$ cat src/common/lane_swap_pkg.sv
/*
 * Constants for the decoder endian lane swapper: register map, field positions,
 * reset values and lane geometry.
 * Assumes a single 50 MHz clock domain and a plain strobe register port.
 */
package lane_swap_pkg;

   // ==========================================================
   // data path geometry
   localparam int DATA_W = 64;
   localparam int WORD_W = 32;
   localparam int HALF_W = 16;
   localparam int BYTE_W = 8;
   localparam int HARD_PER_WORD = 32;
   localparam int INDEX_SIG_W = 15;
   localparam int EXTR_SIG_W = 7;

   // ==========================================================
   // register map
   localparam int ADDR_W = 8;
   localparam logic [ADDR_W-1:0] SWAP_CTRL_OFFSET = 8'h00;
   localparam logic [ADDR_W-1:0] SWAP_STATUS_OFFSET = 8'h04;
   localparam int INDEX_FMT_BIT = 0;
   localparam int EXTR_FMT_BIT = 1;
   localparam logic [1:0] SWAP_CTRL_RESET = 2'h0;
   // status: bit 0 system little-endian, bit 1 hard bit-order setting
   localparam int STAT_LITTLE_BIT = 0;
   localparam int STAT_ORDER_BIT = 1;

   // ==========================================================
   // kind of data on the path
   typedef enum logic [1:0] {
      KIND_HARD,
      KIND_INDEX,
      KIND_EXTR,
      KIND_NONE
   } data_kind_e;

endpackage

$ cat src/decoder_endian_lane_swapper.sv
/*
 * Endianness manager between the decoder kernel data ports and a DMA
 * controller moving whole 32-bit words over a 64-bit path.
 * Hard decisions go kernel to DMA; indexes go DMA to kernel; extrinsics go
 * kernel to DMA. Each path has one register stage and a valid flag.
 * Assumes the system endian and hard bit-order settings are pins from outside
 * the clock domain, so they are synchronised.
 */
// Behaviour
// - hard decisions packed 32 per word, first word at base, next four bytes up
// - bit order zero: decision 0 in bit 0 through decision 31 in bit 31
// - bit order one: reverse decision placement inside each 32-bit word
// - indexes are 16-bit fields with 15 significant bits right-justified
// - extrinsics are 8-bit fields with 7 significant bits right-justified
// - index format one: indexes stored as native halfwords, two bytes apart
// - index format zero: indexes packed in 32-bit words, halfwords reordered
// - big-endian, index format zero: halfword lanes 1,0,3,2 become 3,2,1,0
// - big-endian, index format one: halfword lanes fully reversed
// - little-endian: index and extrinsic data pass unchanged
// - big-endian: exchange the two hard-decision words of each transfer
// - control bit 0 index format, bit 1 extrinsic format, rest reserved
// - big-endian, extrinsic format zero: bytes 3,2,1,0,7,6,5,4 become 7..0
// - big-endian, extrinsic format one: eight byte lanes fully reversed
module decoder_endian_lane_swapper (
   input wire logic sys_clk,
   input wire logic arst_n,
   // register port
   input wire logic [lane_swap_pkg::ADDR_W-1:0] reg_addr,
   input wire logic [31:0] reg_wdata,
   input wire logic reg_write,
   input wire logic reg_read,
   output logic [31:0] reg_rdata,
   // settings from outside the domain
   input wire logic system_little_endian,
   input wire logic hard_bit_order,
   // hard decisions: kernel to DMA
   input wire logic [lane_swap_pkg::DATA_W-1:0] hard_in,
   input wire logic hard_in_valid,
   output logic [lane_swap_pkg::DATA_W-1:0] hard_out,
   output logic hard_out_valid,
   // interleaver indexes: DMA to kernel
   input wire logic [lane_swap_pkg::DATA_W-1:0] index_in,
   input wire logic index_in_valid,
   output logic [lane_swap_pkg::DATA_W-1:0] index_out,
   output logic index_out_valid,
   // extrinsics: kernel to DMA
   input wire logic [lane_swap_pkg::DATA_W-1:0] extr_in,
   input wire logic extr_in_valid,
   output logic [lane_swap_pkg::DATA_W-1:0] extr_out,
   output logic extr_out_valid
);
   import lane_swap_pkg::*;

   // ==========================================================
   // state
   typedef struct packed {
      logic [2:0] little_sync;
      logic [2:0] order_sync;
      logic little;
      logic order;
      logic [1:0] ctrl;
      logic [31:0] rdata;
      logic [DATA_W-1:0] hard;
      logic hard_v;
      logic [DATA_W-1:0] index;
      logic index_v;
      logic [DATA_W-1:0] extr;
      logic extr_v;
   } state_s;

   state_s st_q;
   state_s st_d;

   // ==========================================================
   // lane functions
   function automatic logic [WORD_W-1:0] rev_bits(input logic [WORD_W-1:0] w);
      logic [WORD_W-1:0] r;
      r = '0;
      for (int i = 0; i < WORD_W; i++) begin
         r[i] = w[WORD_W-1-i];
      end
      return r;
   endfunction

   function automatic logic [DATA_W-1:0] hard_map(input logic [DATA_W-1:0] d,
                                                 input logic little,
                                                 input logic order);
      logic [WORD_W-1:0] first;
      logic [WORD_W-1:0] second;
      first = d[WORD_W-1:0];
      second = d[DATA_W-1:WORD_W];
      // decision 0 sits in bit 0 as the kernel packs it
      if (order) begin
         first = rev_bits(first);
         second = rev_bits(second);
      end
      // first word at base, second word four bytes above
      if (little) begin
         return {second, first};
      end else begin
         return {first, second};
      end
   endfunction

   function automatic logic [DATA_W-1:0] index_map(input logic [DATA_W-1:0] d,
                                                  input logic little,
                                                  input logic native);
      logic [HALF_W-1:0] h [4];
      for (int i = 0; i < 4; i++) begin
         h[i] = d[i*HALF_W +: HALF_W];
      end
      if (little) begin
         return d;
      end else if (native) begin
         // lanes 0,1,2,3 from the top become kernel lanes 3,2,1,0
         return {h[0], h[1], h[2], h[3]};
      end else begin
         // lanes 1,0,3,2 from the top become kernel lanes 3,2,1,0
         return {h[1], h[0], h[3], h[2]};
      end
   endfunction

   function automatic logic [DATA_W-1:0] extr_map(input logic [DATA_W-1:0] d,
                                                 input logic little,
                                                 input logic native);
      logic [DATA_W-1:0] r;
      r = d;
      if (!little) begin
         for (int i = 0; i < 8; i++) begin
            if (native) begin
               r[i*BYTE_W +: BYTE_W] = d[(7-i)*BYTE_W +: BYTE_W];
            end else begin
               r[i*BYTE_W +: BYTE_W] = d[(i^4)*BYTE_W +: BYTE_W];
            end
         end
      end
      return r;
   endfunction

   // ==========================================================
   // next state
   always_comb begin
      st_d = st_q;
      // three-stage synchronisers; change taken when stages two and three agree
      st_d.little_sync = {st_q.little_sync[1:0], system_little_endian};
      st_d.order_sync = {st_q.order_sync[1:0], hard_bit_order};
      if (st_q.little_sync[2] == st_q.little_sync[1]) begin
         st_d.little = st_q.little_sync[2];
      end
      if (st_q.order_sync[2] == st_q.order_sync[1]) begin
         st_d.order = st_q.order_sync[2];
      end

      // register port
      if (reg_write && reg_addr == SWAP_CTRL_OFFSET) begin
         st_d.ctrl = reg_wdata[1:0];
      end
      st_d.rdata = '0;
      if (reg_read) begin
         unique case (reg_addr)
            SWAP_CTRL_OFFSET: st_d.rdata = {30'h0, st_q.ctrl};
            SWAP_STATUS_OFFSET: st_d.rdata = {30'h0, st_q.order, st_q.little};
            default: st_d.rdata = '0;
         endcase
      end

      // data paths, one stage each; indexes carry 15 significant bits per lane
      st_d.hard_v = hard_in_valid;
      if (hard_in_valid) begin
         st_d.hard = hard_map(hard_in, st_q.little, st_q.order);
      end
      st_d.index_v = index_in_valid;
      if (index_in_valid) begin
         st_d.index = index_map(index_in, st_q.little, st_q.ctrl[INDEX_FMT_BIT]);
      end
      st_d.extr_v = extr_in_valid;
      if (extr_in_valid) begin
         st_d.extr = extr_map(extr_in, st_q.little, st_q.ctrl[EXTR_FMT_BIT]);
      end
   end

   // ==========================================================
   // state register
   always_ff @(posedge sys_clk or negedge arst_n) begin
      if (!arst_n) begin
         st_q <= '0;
         st_q.ctrl <= SWAP_CTRL_RESET;
      end else begin
         st_q <= st_d;
      end
   end

   assign reg_rdata = st_q.rdata;
   assign hard_out = st_q.hard;
   assign hard_out_valid = st_q.hard_v;
   assign index_out = st_q.index;
   assign index_out_valid = st_q.index_v;
   assign extr_out = st_q.extr;
   assign extr_out_valid = st_q.extr_v;

endmodule

$ cat config.mk
export PLATFORM = sky130hd
export DESIGN_NAME = decoder_endian_lane_swapper
export DESIGN_NICKNAME = d
export VERILOG_FILES = /design/src/common/lane_swap_pkg.sv /design/src/decoder_endian_lane_swapper.sv
export SDC_FILE = /design/constraint.sdc
export NUM_CORES = 1
export LEC_CHECK = 0
export ABC_AREA = 1
export BUFFER_PORTS_ARGS = -buffer_cell sky130_fd_sc_hd__buf_2
export CAP_MARGIN = 20
export CORE_AREA = 2 2 182 184
export CTS_BUF_LIST = sky130_fd_sc_hd__clkbuf_8
export DETAILED_ROUTE_END_ITERATION = 16
export DIE_AREA = 0 0 184 186
export GPL_TIMING_DRIVEN = 0
export PLACE_DENSITY = 0.72
export REMOVE_ABC_BUFFERS = 1
export SYNTH_ARGS = -nofsm -noshare
export SYNTH_HDL_FRONTEND = slang
export SYNTH_SLANG_ARGS = --single-unit
$ cat constraint.sdc
create_clock -name sys_clk -period 1.1 [get_ports sys_clk]
set_input_delay 0.22 -clock sys_clk [delete_from_list [all_inputs] [get_ports sys_clk]]
set_output_delay 0.22 -clock sys_clk [all_outputs]
set_load 0.05 [all_outputs]
# Yosys cells after proc, flatten, opt, wreduce, memory -nomap -nowiden
# Index checks and enable logic that the tools add are counted.
# totals
regBits	237
in_bits	241
output_inout_bits	227
# classes
eq_ne	3
n_mux	16
reduce_logical	2
# ops
cell	count
$mux W64	4
$mux W32	2
$mux W8	8
$eq A8 B3 Y1 const B	1
$logic_not A8 Y1	1
$pmux W2 S2	1
$eq A1 B1 Y1	2
$mux W2	1
$logic_and A1 B1 Y1	1

# Longest topological paths before layout
# logic_depth
depth_word	3
depth_mapped	8

# Least setup slack after synthesis
# No wires, ideal clock.
# synth_timing
kind	reg2reg
startpoint	register st_q[227] (netlist name)
endpoint	register st_q (netlist bit index_out[62])
t_arrival_ns	1.042
t_required_ns	0.961
path_slack_ns	-0.081
stages_incl_launch_ff	6
synth_period_minus_slack_ns	1.181
path_cell_list	dfrtp_1 > buf_4 > buf_6 > or2_2 > nand3_1 > a31oi_1
# synth_via
elab_chain_len	2
# synth_lines
item	line	rtl
from (decl)	decoder_endian_lane_swapper.sv:71	state_s st_q;
from (signal assigned)	decoder_endian_lane_swapper.sv:189	st_q <= st_d;
$mux W64	decoder_endian_lane_swapper.sv:114	end else if (native) begin
$mux W64	decoder_endian_lane_swapper.sv:112	if (little) begin
# No other way between the ends.
# A chain may end at the register's enable or synchronous reset.

# Final worst setup path
# layout_timing
startpoint	register st_q[229] (netlist name)
endpoint	register st_q (netlist bit hard_out[0])
# layout_via
elab_chain_len	2
word_cells_on_any_way	3
cone_classes	3 x mux
# layout_lines
item	line	rtl
$mux W32	decoder_endian_lane_swapper.sv:93	if (order) begin
$mux W64 *	decoder_endian_lane_swapper.sv:98	if (little) begin
# Every way passes the cells marked *; elsewhere a longest branch is shown, timed or not.

==> results.md <==
- Hold-fix buffers, CTS: roughly 150
- Drt wl/cell: ~23 µm
- Leakage power: a little over 10 nW
- Max Freq: 0.595 GHz
- Period utilization: 1.53
- Seq cells post-synth: 207
- Core Util, Final: 0.652
- Global route overflow: 0
- Clk sink count: 207
- Initial antenna violation count: 4
- CTS Buf Count: 41
- H-tree depth: 2
- Worst path bufs/invs: 3
- CP cell instances: buf_12 > buf_8 > nand2_1 > inv_1 > a21oi_2 > nand2_1 > nand3_1 > nand2_1
- Worst path arrival time: between 2000 and 2500 ps
- Commonest cells after routing, fill and taps aside: nand2_1 (572), buf_6 (210), buf_2 (207)
- Post-route ant nets: 0
- Max_cap viols: 0
- Synth Area in Compound Gates: 0.117
- Slowest cell on the critical path: dfrtp_2
- Setup crit start kind: flip-flop
- Largest fanout on the critical path: 6
- Nets: ~2.6k
- Comb power frac: 0.442
- Status: complete, but fails checks
- RSZ-0062 raised after global routing: yes
- Largest net degree at the start of global routing: approximately 110
- Xor and xnor area share after synthesis: 0
- Crit Path Class: reg -> reg
- # IOs: 468
- Synth Area in Simple Gates: 0.298
- Critical Path RT: 1500 ps
- Sw frac: 0.422
- Synth top area share: 0.380
- First-pass GRT wire length: slightly above 80000 µm
- IO Port Bufs: 407
- Site Rows: 66
- Initial Utilization: 0.423
- Dpl hpwl: 26400 µm
- Final hold vios: 96
- Overall Power: about 0.032 W
- Failing checks: hold timing, setup timing
- Leading area contributor after synthesis: dfrtp_1
- Post-synthesis mux area share: 0
- Area growth syn-to-layout: 54.2%
- Die width: between 150 and 200 µm
- Core ar.: 32200 µm²
- Final Skew: 26.6 ps
- CP max stage delay: 450 ps
- Crit end category: flip-flop
- Power Dens Cells: 1520 nW/µm²
- Int Pwr: 0.0185 W
- First-pass iteration count of the detailed router: 6
- Clock network power share: 0.259
- Iteration-0 DRC Markers: between 1.5k and 2k
- Hold WC Path Type: in -> async
- Clock tree buffer depth: 3
- Period minus WS final: 1680 ps
- CTS tree: done
- Vias in the first global route: between 10k and 15k
- Register area share after synthesis: 0.380
- DP Worst Slack: -1430 ps
- Root Driver: clkbuf_8
- Reg clk slew, reported paths: 70 ps
- Largest family of logic cells by synthesized area: simple AND/OR/NAND/NOR gates
- Worst Setup Slack, final: -581 ps
- Share of cells above drive strength 1: 0.365
- Rel. slew slack: 0.452
- Synth Area in Adders: 0.00147
- Yosys warnings: 0
- Die footprint: 34200 µm²
- Least-Margin Pin Slew: 823 ps
- Gate Count Post-Synth: ~1.9k
- Unique masters post-synth: 22
- Vias per inst: 5.78
- Final GP Congestion: 0.829
- CP delay by family, top: flip-flops
- # setup viols final: roughly 400
- Via count: between 15k and 20k
- Filler cell count: between 2k and 2.5k
- Share of power burned in registers: 0.299
- Die Y: between 150 and 200 µm
- Clk Latency, worst-skew pair: approximately 570 ps
- Slew Viols, Final: 0
- Gr usage total: 0.310
- Synth Area per Inst: between 7 and 8 µm²
- WL final: between 60000 and 70000 µm
- Hold Slack: -336 ps
- Cell mode on critical path: nand2_1
- DRC: 0
- Largest cells by area after synthesis: dfrtp_1 (38%), nand2_1 (17%), buf_4 (13%), a31oi_1 (5.9%), nand3_1 (4.8%)
- Psw: between 0.01 and 0.015 W
- Maximum VDD drop: 1030 µV
- Commonest non-fill, non-tap cell in the layout: nand2_1
- Post-Syn Area: 13600 µm²
==> synth_stat cells (all sizes together) <==
cell type and count:
nand2 631, buf 308, dfrtp 207, nor2 134, nand3 132, a31oi 128, inv 116, o21ai 84
or2 84, a21oi 46, clkbuf 41, maj3 2, conb 1
==> per-layer routing <==
metal,track usage,wire length [µm],up-vias
met5,0,57,-
met4,0.183,5520,6
met3,0.100,8930,451
met2,0.504,29600,1403
met1,0.357,21500,7555
li1,-,-,6753
==> path summary, 6_finish.rpt <==
check,startpoint,end,slack (ps),cells past startpoint
setup / recovery,st_q[229]$_DFFE_PN0N_,hard_out[0]$_DFFE_PN0P_,-580,8
hold / removal,arst_n,st_q[230]$_DFFE_PN0N_,-340,1
setup reg to reg,st_q[229]$_DFFE_PN0N_,hard_out[0]$_DFFE_PN0P_,-580,8
hold reg to reg,st_d[235]$_DFF_PN0_,st_d[236]$_DFF_PN0_,350,0
max in group asynchronous,arst_n,extr_out[63]$_DFFE_PN0P_,290,2
min in group sys_clk,hard_in[49],hard_out[46]$_DFFE_PN0P_,0,5
==> flip-flops by register name (all words and copies together), names as in the netlist <==
register         flops
extr_out            64
extr_out_valid       1
hard_out            64
hard_out_valid       1
index_out           64
index_out_valid      1
reg_rdata            2
st_d                 4
st_q                 6
==> area by class of cell <==
cell class	count	area (µm²)	area share
sequential	207	5200	0.247
tap	408	510	0.0243
inverter	116	480	0.0229
antenna	2	5.00	0.000238
clock inverter	21	110	0.00524
timing repair inverter	13	258	0.0123
timing repair buffer	707	7110	0.338
multi-input combinational	1271	6610	0.315
clock buffer	53	729	0.0347
==> logic make-up (layout without fill, tap and decap cells) <==
logic type,Yosys count,count (layout)
other,1,32
AND/OR/NAND/NOR,981,981
adder cells (fa/ha/maj),2,2
AO/OA/AOI/OAI,258,258
buffers and inverters,465,910
flip-flops,207,207
==> power by group through the flow <==
| stage | logic [W] | clock network (W) | registers (W) |
|---|---|---|---|
| floorplan | 0.00262 | 0 | 0.0130 |
| global placement | 0.00870 | 0 | 0.00963 |
| detailed placement | 0.00904 | 0 | 0.00935 |
| CTS | 0.0118 | 0.00814 | 0.00931 |
| global route | 0.0147 | 0.00863 | 0.00959 |
| finish | 0.0141 | 0.00829 | 0.00954 |
==> repair_timing <==
| item | 4_1_cts | 5_1_grt |
|---|---|---|
| gates cloned | 46 | 17 |
| pin swaps | 24 | 106 |
| endpoints found under the setup margin | 392 | 392 |
| hold endpoints to repair | 246 | 96 |
| gates resized for setup | 320 | 524 |
| setup buffers | 34 | 71 |
==> stage by stage <==
stage	instances	instance area [µm²]	TNS, ps	hold WS, ps
final	2798	21000	-105260	-336
after global routing	2798	21000	-117020	-295
after CTS	2722	19000	-106450	-297
after detailed placement	2420	14300	-232430	276
after global placement	2409	13900	-2676800	329
after floorplan	1594	11400	-970170	-75.6
Note: power is estimated with default switching activity, not from simulation.
